--- config.mk ---
export PLATFORM = sky130hd
export DESIGN_NAME = pmwc_top
export DESIGN_NICKNAME = d
export VERILOG_FILES = /design/src/hw/pmwc_pkg.sv /design/src/hw/pmwc_top.sv /design/src/hw/pmwc_down_counter.sv
export VERILOG_INCLUDE_DIRS = /design/src /design/src/hw
export SDC_FILE = /design/constraint.sdc
export NUM_CORES = 1
export LEC_CHECK = 0
export ABC_AREA = 1
export BUFFER_PORTS_ARGS = -buffer_cell sky130_fd_sc_hd__buf_2
export CAP_MARGIN = 5
export CORE_AREA = 5 5 136 138
export DETAILED_ROUTE_END_ITERATION = 8
export DIE_AREA = 0 0 141 143
export GPL_TIMING_DRIVEN = 0
export PLACE_DENSITY = 0.56
export SLEW_MARGIN = 10
export SYNTH_ARGS = -nofsm -noshare
export SYNTH_HDL_FRONTEND = slang
export SYNTH_HIERARCHICAL = 1
export SYNTH_SLANG_ARGS = --single-unit
--- constraint.sdc ---
create_clock -name mclk -period 4.8 [get_ports mclk]
set_input_delay 0.24 -clock mclk [delete_from_list [all_inputs] [get_ports mclk]]
set_output_delay 0.24 -clock mclk [all_outputs]
set_load 0.01 [all_outputs]
--- src/hw/pmwc_regs.svh ---
// register map, field positions, reset values and timing counts of the power mode / wake controller
// assumes a 32-bit apb slave with word-aligned registers
`ifndef PMWC_REGS_SVH
`define PMWC_REGS_SVH

// ----------------------------------------
// register offsets
// ----------------------------------------
`define PMWC_OFF_CTRL    12'h000
`define PMWC_OFF_CMD     12'h004
`define PMWC_OFF_STATUS  12'h008
`define PMWC_OFF_IRQ_ST  12'h00C
`define PMWC_OFF_IRQ_MSK 12'h010

// ----------------------------------------
// control fields
// ----------------------------------------
`define PMWC_CTRL_IDLE   0
`define PMWC_CTRL_CKSEL_LO 1
`define PMWC_CTRL_CKSEL_HI 2
`define PMWC_CTRL_GLBIE  7
`define PMWC_CTRL_WDTEN  8
`define PMWC_CTRL_FSCMEN 9
`define PMWC_CTRL_EXTCK  10
`define PMWC_CTRL_RST    32'h0000_0000

// ----------------------------------------
// command bits (write one to act)
// ----------------------------------------
`define PMWC_CMD_SLEEP   0
`define PMWC_CMD_WDCLR   1

// ----------------------------------------
// interrupt status bits
// ----------------------------------------
`define PMWC_IRQ_WAKE    0
`define PMWC_IRQ_WDTRST  1
`define PMWC_IRQ_CKLOSS  2
`define PMWC_IRQ_W       3

// ----------------------------------------
// timing
// ----------------------------------------
`define PMWC_CSD_CYCLES  16
`define PMWC_WARM_CYCLES 1024
`define PMWC_WDT_CYCLES  4096

`endif

--- src/hw/pmwc_pkg.sv ---
// types shared by the power mode / wake controller
// assumes nothing beyond a systemverilog compiler
package pmwc_pkg;

  typedef enum logic [5:0] {
    PMWC_RUN   = 6'b000001,
    PMWC_IDLE  = 6'b000010,
    PMWC_SLEEP = 6'b000100,
    PMWC_WARM  = 6'b001000,
    PMWC_CSD   = 6'b010000,
    PMWC_RSTW  = 6'b100000
  } pmwc_state_t;

  // system clock select encoding; zero selects the internal oscillator block
  typedef enum logic [1:0] {
    PMWC_CLK_INT_OSC = 2'h0,
    PMWC_CLK_PRI     = 2'h1,
    PMWC_CLK_SEC     = 2'h2,
    PMWC_CLK_INTOS2  = 2'h3
  } pmwc_clk_t;

  typedef enum logic [1:0] {
    PMWC_WK_NONE = 2'h0,
    PMWC_WK_IRQ  = 2'h1,
    PMWC_WK_WDT  = 2'h2,
    PMWC_WK_RST  = 2'h3
  } pmwc_wake_t;

endpackage

--- src/hw/pmwc_top.sv ---
// power mode and wake controller: idle/sleep entry, wake triggers, start delays, watchdog
// assumes an apb master on mclk, synchronous status inputs and one-cycle wake sources
`timescale 1ns/1ps
`include "pmwc_regs.svh"

// Contract
// - internal-oscillator idle stops cpu clock, peripherals keep running on internal oscillator
// - sleep with idle select set and clock select zero enters internal-oscillator idle
// - switch to internal oscillator stops primary oscillator and clears startup status
// - wake from idle leaves idle select and clock select untouched
// - internal rc stays on while watchdog or clock monitor is enabled
// - only interrupt, reset or watchdog time-out end sleep or idle
// - enabled interrupt flag rising starts the exit sequence
// - interrupt wake branches to vector only when global enable bit is set
// - every wake waits the fixed cpu start delay, then execution resumes
// - wake from internal-oscillator idle resumes cpu on internal rc
// - watchdog time-out in sleep or idle only wakes, no reset
// - watchdog time-out while running produces a watchdog reset
// - sleep or watchdog clear command clears watchdog counter
// - clock loss with monitor enabled clears watchdog counter
// - reset ending sleep or idle forces running from internal rc
// - wake from primary-clock idle skips oscillator startup timer
// - external clock modes skip startup timer, start delay still applies
module pmwc_top #(
  parameter int CSD_CYCLES  = `PMWC_CSD_CYCLES,
  parameter int WARM_CYCLES = `PMWC_WARM_CYCLES,
  parameter int WDT_CYCLES  = `PMWC_WDT_CYCLES,
  parameter int IRQ_SRCS    = 8
) (
  input  wire logic                mclk,
  input  wire logic                rst,
  input  wire logic                psel,
  input  wire logic                penable,
  input  wire logic                pwrite,
  input  wire logic [11:0]         paddr,
  input  wire logic [31:0]         pwdata,
  output logic      [31:0]         prdata,
  output logic                     pready,
  output logic                     pslverr,
  input  wire logic [IRQ_SRCS-1:0] irq_flag,
  input  wire logic [IRQ_SRCS-1:0] irq_enable,
  input  wire logic                clock_lost,
  output logic                     cpu_clk_en,
  output logic                     periph_clk_en,
  output logic                     pri_osc_en,
  output logic                     internal_rc_clock_en,
  output logic                     cpu_on_internal_rc,
  output logic                     branch_to_vector,
  output logic                     watchdog_reset,
  output logic                     irq
);

  // ----------------------------------------
  // state and registers
  // ----------------------------------------
  pmwc_pkg::pmwc_state_t state;
  pmwc_pkg::pmwc_state_t next_state;
  pmwc_pkg::pmwc_wake_t  wake_cause;
  logic [31:0]           ctrl;
  logic                  osc_startup_status;
  logic [`PMWC_IRQ_W-1:0] irq_status;
  logic [`PMWC_IRQ_W-1:0] irq_mask;
  logic [IRQ_SRCS-1:0]   flag_q;
  logic                  from_primary_clock_idle_mode;

  logic idle_on_sleep_select;
  logic wdt_en;
  logic fscm_en;
  logic ext_clk;
  pmwc_pkg::pmwc_clk_t system_clock_select;
  assign idle_on_sleep_select = ctrl[`PMWC_CTRL_IDLE];
  assign system_clock_select  = pmwc_pkg::pmwc_clk_t'(ctrl[`PMWC_CTRL_CKSEL_HI:`PMWC_CTRL_CKSEL_LO]);
  assign wdt_en               = ctrl[`PMWC_CTRL_WDTEN];
  assign fscm_en              = ctrl[`PMWC_CTRL_FSCMEN];
  assign ext_clk              = ctrl[`PMWC_CTRL_EXTCK];

  // ----------------------------------------
  // apb decode
  // ----------------------------------------
  logic wr_acc;
  logic rd_acc;
  logic cmd_sleep;
  logic cmd_wdclr;
  assign wr_acc     = psel && penable && pwrite;
  assign rd_acc     = psel && penable && !pwrite;
  assign cmd_sleep  = wr_acc && paddr == `PMWC_OFF_CMD && pwdata[`PMWC_CMD_SLEEP] && state == pmwc_pkg::PMWC_RUN;
  assign cmd_wdclr  = wr_acc && paddr == `PMWC_OFF_CMD && pwdata[`PMWC_CMD_WDCLR];

  function automatic logic pmwc_mapped(input logic [11:0] a);
    pmwc_mapped = a == `PMWC_OFF_CTRL || a == `PMWC_OFF_CMD || a == `PMWC_OFF_STATUS ||
                  a == `PMWC_OFF_IRQ_ST || a == `PMWC_OFF_IRQ_MSK;
  endfunction

  // pready answers in the first access cycle, so no wait states
  always_ff @(posedge mclk) begin
    if (rst) begin
      pready  <= 1'b0;
      pslverr <= 1'b0;
    end else begin
      pready  <= psel && !penable;
      pslverr <= psel && !penable && !pmwc_mapped(paddr);
    end
  end

  // ----------------------------------------
  // wake detection
  // ----------------------------------------
  logic irq_wake;
  logic wdt_timeout;
  logic in_pm_mode;
  // the rising edge of an enabled flag is the wake moment, a flag already high does not count
  assign irq_wake   = |(irq_flag & ~flag_q & irq_enable);
  assign in_pm_mode = state == pmwc_pkg::PMWC_IDLE || state == pmwc_pkg::PMWC_SLEEP;

  always_ff @(posedge mclk) begin
    if (rst) begin
      flag_q <= '0;
    end else begin
      flag_q <= irq_flag;
    end
  end

  // ----------------------------------------
  // counters
  // ----------------------------------------
  logic csd_load;
  logic csd_done;
  logic csd_kick;
  logic warm_load;
  logic warm_done;
  logic wdt_clear;
  logic wdt_load;
  logic wdt_en_q;

  // watchdog restarts on sleep, clear command or clock loss under the monitor
  assign wdt_clear = cmd_sleep || cmd_wdclr || (fscm_en && clock_lost);
  assign wdt_load  = wdt_clear || wdt_timeout || (wdt_en && !wdt_en_q);

  always_ff @(posedge mclk) begin
    if (rst) begin
      wdt_en_q <= 1'b0;
    end else begin
      wdt_en_q <= wdt_en;
    end
  end

  // the delay counter is cleared by reset, so the first free cycle must load it or reset-wake hangs
  always_ff @(posedge mclk) begin
    if (rst) begin
      csd_kick <= 1'b1;
    end else begin
      csd_kick <= 1'b0;
    end
  end

  pmwc_down_counter #(.WIDTH(16)) u_csd (
    .mclk       (mclk),
    .rst        (rst),
    .load       (csd_load),
    .load_value (16'(CSD_CYCLES)),
    .run        (1'b1),
    .done       (csd_done)
  );

  pmwc_down_counter #(.WIDTH(16)) u_warm (
    .mclk       (mclk),
    .rst        (rst),
    .load       (warm_load),
    .load_value (16'(WARM_CYCLES)),
    .run        (1'b1),
    .done       (warm_done)
  );

  pmwc_down_counter #(.WIDTH(24)) u_wdt (
    .mclk       (mclk),
    .rst        (rst),
    .load       (wdt_load),
    .load_value (24'(WDT_CYCLES)),
    .run        (wdt_en),
    .done       (wdt_timeout)
  );

  // ----------------------------------------
  // power mode sequencer
  // ----------------------------------------
  logic any_wake;
  logic skip_warm;
  assign any_wake = irq_wake || (wdt_en && wdt_timeout);
  // primary-clock idle keeps the oscillator alive and external clocks need no start-up
  assign skip_warm = from_primary_clock_idle_mode || ext_clk || system_clock_select != pmwc_pkg::PMWC_CLK_PRI;

  always_comb begin
    next_state = state;
    csd_load   = 1'b0;
    warm_load  = 1'b0;
    unique case (state)
      pmwc_pkg::PMWC_RUN: begin
        if (cmd_sleep) begin
          next_state = idle_on_sleep_select ? pmwc_pkg::PMWC_IDLE : pmwc_pkg::PMWC_SLEEP;
        end
      end
      pmwc_pkg::PMWC_IDLE, pmwc_pkg::PMWC_SLEEP: begin
        if (any_wake) begin
          if (state == pmwc_pkg::PMWC_SLEEP && !skip_warm) begin
            next_state = pmwc_pkg::PMWC_WARM;
            warm_load  = 1'b1;
          end else begin
            next_state = pmwc_pkg::PMWC_CSD;
            csd_load   = 1'b1;
          end
        end
      end
      pmwc_pkg::PMWC_WARM: begin
        if (warm_done) begin
          next_state = pmwc_pkg::PMWC_CSD;
          csd_load   = 1'b1;
        end
      end
      pmwc_pkg::PMWC_CSD, pmwc_pkg::PMWC_RSTW: begin
        csd_load = csd_kick && state == pmwc_pkg::PMWC_RSTW;
        if (csd_done) begin
          next_state = pmwc_pkg::PMWC_RUN;
        end
      end
      default: next_state = pmwc_pkg::PMWC_RUN;
    endcase
  end

  // reset while asleep is itself the wake: the delay still runs, then run on internal rc
  always_ff @(posedge mclk) begin
    if (rst) begin
      state <= pmwc_pkg::PMWC_RSTW;
    end else begin
      state <= next_state;
    end
  end

  always_ff @(posedge mclk) begin
    if (rst) begin
      from_primary_clock_idle_mode <= 1'b0;
    end else if (cmd_sleep) begin
      from_primary_clock_idle_mode <= idle_on_sleep_select && system_clock_select == pmwc_pkg::PMWC_CLK_PRI;
    end
  end

  always_ff @(posedge mclk) begin
    if (rst) begin
      wake_cause <= pmwc_pkg::PMWC_WK_RST;
    end else if (in_pm_mode && irq_wake) begin
      wake_cause <= pmwc_pkg::PMWC_WK_IRQ;
    end else if (in_pm_mode && any_wake) begin
      wake_cause <= pmwc_pkg::PMWC_WK_WDT;
    end
  end

  // ----------------------------------------
  // outputs
  // ----------------------------------------
  logic on_int_osc;
  assign on_int_osc = system_clock_select == pmwc_pkg::PMWC_CLK_INT_OSC ||
                      system_clock_select == pmwc_pkg::PMWC_CLK_INTOS2;

  always_ff @(posedge mclk) begin
    if (rst) begin
      cpu_clk_en           <= 1'b0;
      periph_clk_en        <= 1'b0;
      pri_osc_en           <= 1'b0;
      internal_rc_clock_en <= 1'b1;
      cpu_on_internal_rc   <= 1'b1;
    end else begin
      cpu_clk_en           <= next_state == pmwc_pkg::PMWC_RUN;
      periph_clk_en        <= next_state != pmwc_pkg::PMWC_SLEEP;
      // primary oscillator off whenever the source is the internal block, or in plain sleep
      pri_osc_en           <= !on_int_osc && next_state != pmwc_pkg::PMWC_SLEEP;
      internal_rc_clock_en <= on_int_osc || wdt_en || fscm_en || next_state != pmwc_pkg::PMWC_SLEEP;
      cpu_on_internal_rc   <= on_int_osc || wake_cause == pmwc_pkg::PMWC_WK_RST;
    end
  end

  always_ff @(posedge mclk) begin
    if (rst) begin
      branch_to_vector <= 1'b0;
    end else begin
      branch_to_vector <= csd_done && wake_cause == pmwc_pkg::PMWC_WK_IRQ && ctrl[`PMWC_CTRL_GLBIE];
    end
  end

  always_ff @(posedge mclk) begin
    if (rst) begin
      watchdog_reset <= 1'b0;
    end else begin
      watchdog_reset <= wdt_en && wdt_timeout && state == pmwc_pkg::PMWC_RUN;
    end
  end

  always_ff @(posedge mclk) begin
    if (rst) begin
      osc_startup_status <= 1'b0;
    end else if (on_int_osc) begin
      osc_startup_status <= 1'b0;
    end else if (warm_done || (skip_warm && state == pmwc_pkg::PMWC_RUN)) begin
      osc_startup_status <= 1'b1;
    end
  end

  // ----------------------------------------
  // software registers
  // ----------------------------------------
  // ctrl is only written by software; the wake path never touches it
  always_ff @(posedge mclk) begin
    if (rst) begin
      ctrl <= `PMWC_CTRL_RST;
    end else if (wr_acc && paddr == `PMWC_OFF_CTRL) begin
      ctrl <= pwdata & 32'h0000_0787;
    end
  end

  always_ff @(posedge mclk) begin
    if (rst) begin
      irq_mask <= '0;
    end else if (wr_acc && paddr == `PMWC_OFF_IRQ_MSK) begin
      irq_mask <= pwdata[`PMWC_IRQ_W-1:0];
    end
  end

  logic [`PMWC_IRQ_W-1:0] irq_events;
  assign irq_events = {fscm_en && clock_lost, wdt_en && wdt_timeout && state == pmwc_pkg::PMWC_RUN,
                       state == pmwc_pkg::PMWC_CSD && csd_done};

  // a read clears the status, but an event in the same cycle survives it
  always_ff @(posedge mclk) begin
    if (rst) begin
      irq_status <= '0;
    end else if (rd_acc && paddr == `PMWC_OFF_IRQ_ST) begin
      irq_status <= irq_events;
    end else begin
      irq_status <= irq_status | irq_events;
    end
  end

  always_ff @(posedge mclk) begin
    if (rst) begin
      irq <= 1'b0;
    end else begin
      irq <= |(irq_status & irq_mask);
    end
  end

  always_ff @(posedge mclk) begin
    if (rst) begin
      prdata <= 32'h0000_0000;
    end else if (psel && !penable && !pwrite) begin
      unique case (paddr)
        `PMWC_OFF_CTRL:    prdata <= ctrl;
        `PMWC_OFF_STATUS:  prdata <= {20'h0_0000, 2'(wake_cause), 4'(state[5:2]), state[1:0],
                                      pri_osc_en, internal_rc_clock_en, cpu_clk_en, osc_startup_status};
        `PMWC_OFF_IRQ_ST:  prdata <= {29'h0000_0000, irq_status};
        `PMWC_OFF_IRQ_MSK: prdata <= {29'h0000_0000, irq_mask};
        default:           prdata <= 32'h0000_0000;
      endcase
    end
  end

endmodule

--- src/hw/pmwc_down_counter.sv ---
// loadable down-counter with a done flag, used for start delays and the watchdog
// assumes load and clear are single-cycle requests from the owner
`timescale 1ns/1ps
module pmwc_down_counter #(
  parameter int WIDTH = 16
) (
  input  wire logic             mclk,
  input  wire logic             rst,
  input  wire logic             load,
  input  wire logic [WIDTH-1:0] load_value,
  input  wire logic             run,
  output logic                  done
);

  logic [WIDTH-1:0] count;
  logic             armed;

  always_ff @(posedge mclk) begin
    if (rst || load) begin
      count <= rst ? '0 : load_value;
    end else if (run && count != '0) begin
      count <= count - WIDTH'(1);
    end
  end

  always_ff @(posedge mclk) begin
    if (rst) begin
      armed <= 1'b0;
    end else if (load) begin
      armed <= 1'b1;
    end else if (run && count == WIDTH'(1)) begin
      armed <= 1'b0;
    end
  end

  always_ff @(posedge mclk) begin
    if (rst || load) begin
      done <= 1'b0;
    end else begin
      done <= armed && run && count == WIDTH'(1);
    end
  end

endmodule

==> results.yml, run 1 <==
run_status:
  status: "complete, no violations"
global_route:
  grt_pass1_vias: 5490
  antenna_found_initial: 1
  gr-total-overflow: 0
  grt_pass1_wl_um: 26050
  grt_max_degree: 25
  grt_use_total_pct: 15.98
worst_setup_path:
  crit_path_start_kind: "register"
  critical-path-top-delay-family: "simple AND/OR/NAND/NOR gates"
  rr_startpoint: "state[2]"
  slowest_stage: "nand2_1"
  worstSetupStartpoint: "state[2]"
  setup.worst_path.class: "reg -> reg"
  cp_slowest_stage_delay_ns: 0.79
  r2r-end: "u_wdt/count[13]"
  crit_end: "u_wdt/count[13]"
  worstPathArrival_ns: 2.94
  crit_path_end_kind: "register"
  crit_top_cell: "nor2_2"
  cp.depth: 8
  reg2reg_slack_ns: 1.76
  path_max_fanout: 24
  ff2ff_path_depth: 8
  crit_chain: "nor2_2 > nand4_2 > nor2_2 > nand2_2 > nand3_1 > nor2_1 > clkbuf_1 > nand2_1"
  crit_buf_inv: 1
  cp_data_required_time_ns: 4.70
routing:
  routedWlPerCell_um: 11.85
  viasPerCell: 4.473
  first_pass_iters: 5
  drcViolationCount: 0
  wl_um: 15810
  num_vias: 5967
  ant_nets: 0
  dr.first_iter.drc_count: 246
clock_network:
  cts_setup_buffers: 0
  h-tree-depth: 4
  cts_resized: 0
  clk_latency_ns: 0.42
  cts_hold_buffers: 0
  cts_tree: "done"
  clock-sinks: 117
  cts_buffers: 17
  cts_buffer_depth: 2
  clk_pin_slew_ns: 0.05
  clockRootBuffer: "clkbuf_16"
job:
  maxCapViolations: 0
synthesis:
  synth_largest_area_cell: "edfxtp_1"
  yosys_register_bits: 117
  seq_area_frac_synth_pct: 42.07
  yosysUniqueCellTypes: 41
  synth.avg_cell_area_um2: 7.363
  ys.flop_type: "dfxtp_1"
  async_reset_ff_share_pct: 0
  synth_area_leaders: "edfxtp_1, dfxtp_1, nand2_1"
  ys_warn_count: 6
  synth_top_area_share_pct: 24.37
  syn_area_um2: 6899
  syn-instance-count: 937
  synth_edf_count: 56
place:
  dpl.hpwl_um: 11950
  place_inst: 1302
  globalplace.congestion: 0.8116
  io_buffers: 62
floorplanning:
  initial_utilization_pct: 40.45
  core-area_um2: 17060
  io_pins: 108
  dieHeight_um: 143
  die_x_um: 141
  rows: 48
  die-area_um2: 20160
finish:
  nets: 1170
  diodes: 0
  fillerInstances: 1768
  area_delta_synth_final_pct: 20.77
  seqCellArea_um2: 2903
  final_common_cell: "nand2_1"
  layout-drive-gt1-share_pct: 17.76
  final_cell_mix: "nand2_1, nor2_1, inv_1, nand3_1, conb_1"
  multi_input_area_um2: 3637
  final_cell_count_no_fill: 1334
  post-route-util_pct: 48.85
timing:
  setup_tns_ns: 0
  finalWorstPathRequiredPeriod_ns: 3.044
  relSlewSlack_pct: 24.72
  whs_ns: 0.04199
  finalMaxSlewViolations: 0
  rsz0062_at_grt: "false"
  worst_pin_slew_ns: 1.126
  finalSetupViolCount: 0
  max_freq_ghz: 0.3285
  fin_skew_ns: 0.01165
  hold_viol: 0
  period_share_pct: 63.43
power:
  leakagePower_uw: 0.003971
  powerDensity_nw_per_um2: 340.9
  irDropWorstVdd_uv: 271.7
worst_hold_path:
  hold_depth: 3
  hold_path.class: "in -> reg"
worst register-to-register path, cell delays in order, from the launching register on:
cell and delay (ns):
dfxtp_1 0.46, nor2_2 0.10, nand4_2 0.18, nor2_2 0.07
nand2_2 0.11, nand3_1 0.14, nor2_1 0.23, clkbuf_1 0.43
nand2_1 0.79
stage by stage:
step	instance area [um^2]	total power, uW	setup slack (ns)
after floorplan	7192	1562	2.625
after global placement	7784	1674	1.722
after detailed placement	7784	1678	1.709
after CTS	8332	2870	1.694
after global routing	8332	2995	1.531
final	8332	2840	1.756
cell families after synthesis:
group / Yosys count / synth area share (%)
AO/OA/AOI/OAI: 93 / 7.182
XOR/XNOR: 13 / 1.650
adder cells (fa/ha/maj): 8 / 1.451
buffers and inverters: 144 / 9.449
flip-flops: 117 / 42.07
other: 2 / 0.1089
AND/OR/NAND/NOR: 560 / 38.08
state kept, by name, summed over array words and instances (netlist names), 2 cells and up:
name and cells:
u_warm/count 16, u_wdt/count 24, flag_q 8, irq_mask 3
state 6, wake_cause 2, irq_status 3, u_csd/count 16
ctrl 7, prdata 12
layer usage:
layer / global-route usage (%) / vias up / part of all wire, %
met2: 26.97 / 94 / 47
met3: 3.818 / 15 / 3.9
met5: 0 / - / 0.044
li1: - / 3247 / -
met1: 20.32 / 2609 / 48
met4: 5.099 / 2 / 1.1
synth_stat cells (5+ instances only):
master	instances
a21oi_1	41
buf_2	7
buf_4	22
clkbuf_1	6
dfxtp_1	61
edfxtp_1	56
ha_1	8
inv_1	100
inv_2	6
nand2_1	267
nand2_2	16
nand2_4	7
nand3_1	90
nand3b_1	5
nand4_1	14
nor2_1	112
nor2_2	19
nor2_4	16
nor3_1	6
o21ai_0	29
o21ai_1	11
xnor2_1	7
xor2_1	6
worst min-delay path by stage:
| stage | from | end |
|---|---|---|
| after global routing | irq_flag[4] | flag_q[4] |
| after global placement | u_csd/armed | u_csd/done |
| final | irq_flag[7] | flag_q[7] |
| after CTS | irq_flag[5] | flag_q[5] |
| after floorplan | rst | csd_kick |
| after detailed placement | u_warm/armed | u_warm/done |
where the power goes:
group	total, uW	leakage, uW	internal [uW]	switching (uW)
clock network	1180	0.000280	728	455
logic	453	0.00260	159	295
registers	1200	0.00109	1130	68.6
total	2840	0.00397	2020	819
cell type report:
| type | instances | share of cell area [%] |
|---|---|---|
| plain buffers | 37 | 2.973 |
| clock buffers | 24 | 6.037 |
| clock inverters | 8 | 0.5406 |
| inverters | 107 | 4.851 |
| multi-input cells | 754 | 43.66 |
| flip-flops and latches | 117 | 34.84 |
| well taps | 225 | 3.379 |
| repair buffers | 62 | 3.724 |
(Power assumes the default switching activity.)
==> run 2: changes to the inputs <==
Settings changed: PLACE_DENSITY 0.56 to 0.59.
Clock period 4.8 ns to 2.65 ns, I/O delays scaled along.
==> results.yml, run 2 (same netlist as run 1, synthesis figures left out) <==
power:
  powerDensity_nw_per_um2: 618.0
  irDropWorstVdd_uv: 451.1
  total_power_uw: 5254
  leakagePower_uw: 0.004045
clock_network:
  clock-sinks: 117
  clk_latency_ns: 0.42
  clk_pin_slew_ns: 0.06
  cts_tree: "done"
  h-tree-depth: 4
  cts_buffers: 17
  clockRootBuffer: "clkbuf_16"
  cts_buffer_depth: 2
  cts_setup_buffers: 0
global_route:
  grt_pass1_wl_um: 26890
  grt_use_total_pct: 16.49
  antenna_found_initial: 1
  grt_pass1_vias: 5663
  grt_max_degree: 25
  gr-total-overflow: 0
timing:
  fin_skew_ns: 0.008641
  period_share_pct: 87.20
  relSlewSlack_pct: 63.67
  hold_viol: 0
  finalWorstPathRequiredPeriod_ns: 2.311
  finalSetupViolCount: 0
  rsz0062_at_grt: "false"
  whs_ns: 0.01668
  max_freq_ghz: 0.4328
  finalMaxSlewViolations: 0
  worst_pin_slew_ns: 0.5449
  setup_tns_ns: 0
worst_hold_path:
  hold_end: "ctrl[8]"
  min-delay-start: "pwdata[8]"
  hold_depth: 3
  hold_path.class: "in -> reg"
floorplanning:
  io_pins: 108
  initial_utilization_pct: 40.45
  die_x_um: 141
  die-area_um2: 20160
  rows: 48
  core-area_um2: 17060
  dieHeight_um: 143
finish:
  diodes: 0
  final_common_cell: "nand2_1"
  final_cell_mix: "nand2_1, nor2_1, inv_1, nand3_1, conb_1"
  largestRegisters: "u_wdt/count: 24 flops, u_csd/count: 16 flops, u_warm/count: 16 flops"
  fillerInstances: 1753
  post-route-util_pct: 49.85
  area_delta_synth_final_pct: 23.23
  layout-drive-gt1-share_pct: 18.20
  nets: 1182
  largest_register: "u_wdt/count"
  largest_reg_flops: 24
place:
  globalplace.congestion: 0.8478
  dpl.hpwl_um: 11970
  io_buffers: 62
routing:
  dr.first_iter.drc_count: 312
  wl_um: 16000
  routedWlPerCell_um: 11.89
  drcViolationCount: 0
  first_pass_iters: 4
  ant_nets: 0
  num_vias: 6015
  viasPerCell: 4.469
worst_setup_path:
  crit_path_end_kind: "register"
  crit_path_start_kind: "input port"
  crit_buf_inv: 5
  worstPathArrival_ns: 2.39
  crit_chain: "dlygate4sd3_1 > buf_2 > inv_1 > nor2_1 > nand2_1 > nand2_1 > nor2_1 > nand3_1 > nand2_1 > inv_1 > nor2_1 > buf_2 > nand2_2"
  critical-path-top-delay-family: "simple AND/OR/NAND/NOR gates"
  cp_data_required_time_ns: 2.73
  ff2ff_path_depth: 8
  rr_startpoint: "state[2]"
  path_max_fanout: 16
  r2r-end: "u_wdt/count[16]"
  reg2reg_slack_ns: 0.37
  setup.worst_path.class: "in -> reg"
  cp_slowest_stage_delay_ns: 0.53
  slowest_stage: "dlygate4sd3_1"
run_status:
  status: "complete, no violations"
job:
  maxCapViolations: 0
-- run 2: layout make-up --
type | instances | area [um^2] | area share, %
multi-input cells | 754 | 3655 | 42.99
inverters | 107 | 404.1 | 4.754
well taps | 225 | 281.5 | 3.311
repair buffers | 74 | 430.4 | 5.063
clock buffers | 19 | 464.2 | 5.460
clock inverters | 13 | 115.1 | 1.354
flip-flops and latches | 117 | 2903 | 34.14
plain buffers | 37 | 249.0 | 2.929
-- run 2: what timing repair did --
item	CTS	global route
resized for setup	3	4
setup endpoints to repair	40	43
hold endpoints to repair	11	0
hold buffers	12	0
cloned	0	0
-- run 2: worst max-delay path by stage --
stage | start | end | slack, ns | cells after the start
2_1_floorplan | state[4] | u_wdt/count[0] | 0.48 | 8
5_1_grt | irq_flag[1] | u_warm/count[14] | 0.11 | 13
3_3_place_gp | state[2] | u_wdt/count[19] | -0.38 | 8
3_5_place_dp | state[2] | u_wdt/count[15] | -0.42 | 8
6_report | irq_flag[1] | u_warm/count[8] | 0.34 | 13
4_1_cts | irq_flag[1] | u_warm/count[14] | 0.02 | 13
-- run 2: power breakdown --
group	leakage (uW)	switching [uW]	internal, uW
Combinational	0.00266	532	300
Clock	0.000295	866	1380
Sequential	0.00109	125	2050
Total	0.00404	1520	3730
-- run 2: metrics by stage --
step | worst slack, ns | instances | cell area (um^2)
2_1_floorplan | 0.4753 | 1015 | 7192
3_3_place_gp | -0.3804 | 1302 | 7784
3_5_place_dp | -0.4182 | 1302 | 7784
4_1_cts | 0.01836 | 1346 | 8493
5_1_grt | 0.1060 | 1346 | 8502
6_report | 0.3393 | 1346 | 8502
-- run 2: worst min-delay path: stages --
cell and delay [ns]:
buf_2 0.11, o21ai_2 0.07, a21oi_2 0.09
-- run 2: layer usage --
layer | vias up | routed length (um) | GRT usage, %
met5 | - | 13 | 0
met4 | 2 | 136 | 4.640
met3 | 15 | 713 | 4.387
met2 | 92 | 7459 | 27.47
met1 | 2640 | 7676 | 21.25
li1 | 3266 | - | -
==> run 3: changes to the inputs <==
Settings changed: CAP_MARGIN 5 to 20, CORE_AREA 5 5 136 138 to 5 5 122 124, DIE_AREA 0 0 141 143 to 0 0 127 129, PLACE_DENSITY 0.59 to 0.72.
==> results.yml, run 3 (same netlist as run 1, synthesis figures left out) <==
place:
  dpl.hpwl_um: 11320
  io_buffers: 62
  place_inst: 1257
  place_area_um2: 7727
  globalplace.congestion: 0.9043
clock_network:
  cts_buffers: 17
  clock-sinks: 117
  clk_pin_slew_ns: 0.06
  clk_latency_ns: 0.42
  cts_buffer_depth: 2
  h-tree-depth: 4
  clockRootBuffer: "clkbuf_16"
  cts_tree: "done"
global_route:
  grt_pass1_vias: 5625
  grt_use_total_pct: 19.29
  antenna_found_initial: 0
  grt_pass1_wl_um: 25700
  grt_max_degree: 25
  gr-total-overflow: 0
power:
  p_clk_share_pct: 43.7
  p_comb_share_pct: 15.7
  irDropWorstVdd_uv: 397.7
  powerDensity_nw_per_um2: 633.2
  pwr-share-seq_pct: 40.6
  switchingPower_uw: 1510
  switching_share_pct: 28.09
  total_power_uw: 5373
  intPower_uw: 3864
  leakagePower_uw: 0.004055
finish:
  layout-drive-gt1-share_pct: 18.00
  largest_register: "u_wdt/count"
  final_cell_mix: "nand2_1, nor2_1, inv_1, nand3_1, conb_1"
  nets: 1183
  design_area_um2: 8486
  area_delta_synth_final_pct: 23.00
  final_common_cell: "nand2_1"
  multi_input_area_um2: 3650
  fillerInstances: 1232
  diodes: 0
  final_cell_count_no_fill: 1302
  largestRegisters: "u_wdt/count: 24 flops, u_csd/count: 16 flops, u_warm/count: 16 flops"
  largest_reg_flops: 24
  seqCellArea_um2: 2903
routing:
  dr.first_iter.drc_count: 441
  first_pass_iters: 5
  routedWlPerCell_um: 11.91
  viasPerCell: 4.754
  drcViolationCount: 0
  ant_nets: 0
  wl_um: 15510
  num_vias: 6190
timing:
  finalSetupViolCount: 0
  finalWorstPathRequiredPeriod_ns: 2.365
  relSlewSlack_pct: 63.21
  worst_pin_slew_ns: 0.5519
  rsz0062_at_grt: "false"
  hold_viol: 0
  fin_skew_ns: 0.01071
  period_share_pct: 89.26
  finalMaxSlewViolations: 0
  max_freq_ghz: 0.4228
floorplanning:
  initial_utilization_pct: 50.49
  rows: 43
  die_x_um: 127
  dieHeight_um: 129
  die-area_um2: 16380
  io_pins: 108
  core-area_um2: 13670
worst_hold_path:
  hold_path.class: "in -> reg"
run_status:
  status: "complete, no violations"
worst_setup_path:
  crit_path_start_kind: "register"
  crit_path_end_kind: "register"
  path_max_fanout: 24
  cp_data_required_time_ns: 2.74
  setup.worst_path.class: "reg -> reg"
  worstPathArrival_ns: 2.46
job:
  maxCapViolations: 0
run 3: area by class of cell:
| type | count | share of cell area (%) |
|---|---|---|
| multi-input combinational | 754 | 43.01 |
| sequential | 117 | 34.21 |
| clock buffer | 23 | 6.267 |
| timing repair buffer | 75 | 5.190 |
| inverter | 107 | 4.763 |
| buffer | 37 | 2.919 |
| tap | 180 | 2.654 |
| clock inverter | 9 | 0.9879 |
run 3: critical path, cell delays in order (launching register included):
cell	delay [ns]
dfxtp_1	0.46
nor2_2	0.10
nand4_2	0.17
nor2_2	0.07
nand2_2	0.11
nand3_1	0.13
nor2_1	0.21
clkbuf_1	0.46
nand2_4	0.32
run 3: stage by stage:
step	worst slack (ns)	TNS, ns	util, %	hold WS [ns]
2_1_floorplan	0.4753	0	-	0.1602
3_3_place_gp	-0.3258	-7.806	56.55	0.3511
3_5_place_dp	-0.3097	-7.417	56.55	0.3577
4_1_cts	0.02662	0	62.02	0.004926
5_1_grt	0.09517	0	62.09	0.007275
6_report	0.2847	0	62.09	0.01033
run 3: path summary, 6_finish.rpt:
check / start / end / slack, ns / depth (start not counted)
worst max-delay path: state[2] / u_wdt/count[16] / 0.28 / 8
worst max register to register: state[2] / u_wdt/count[16] / 0.28 / 8
worst min register to register: u_warm/armed / u_warm/done / 0.44 / 2
worst min-delay path: pwdata[1] / ctrl[1] / 0.01 / 3
run 3: routing by layer:
layer  vias up  global-route usage (%)  wire (um)
met1      2743                   24.17       7244
li1       3280                       -          -
met5         -                       0          0
met3        26                   4.359        722
met2       141                   32.88       7265
met4         0                   6.751        274
run 3: power groups by stage:
stage / clock [uW] / sequential [uW] / combinational (uW)
final: 2350 / 2180 / 844
after global routing: 2460 / 2200 / 954
after CTS: 2380 / 2180 / 840
after detailed placement: 0 / 2210 / 817
after global placement: 0 / 2210 / 799
after floorplan: 0 / 2180 / 646
run 3: repair_timing:
item | in CTS | in global routing
setup endpoints to repair | 24 | 56
buffers inserted | 0 | 0
hold buffers | 13 | 0
endpoints found under the hold margin | 12 | 0
gates resized for setup | 1 | 3
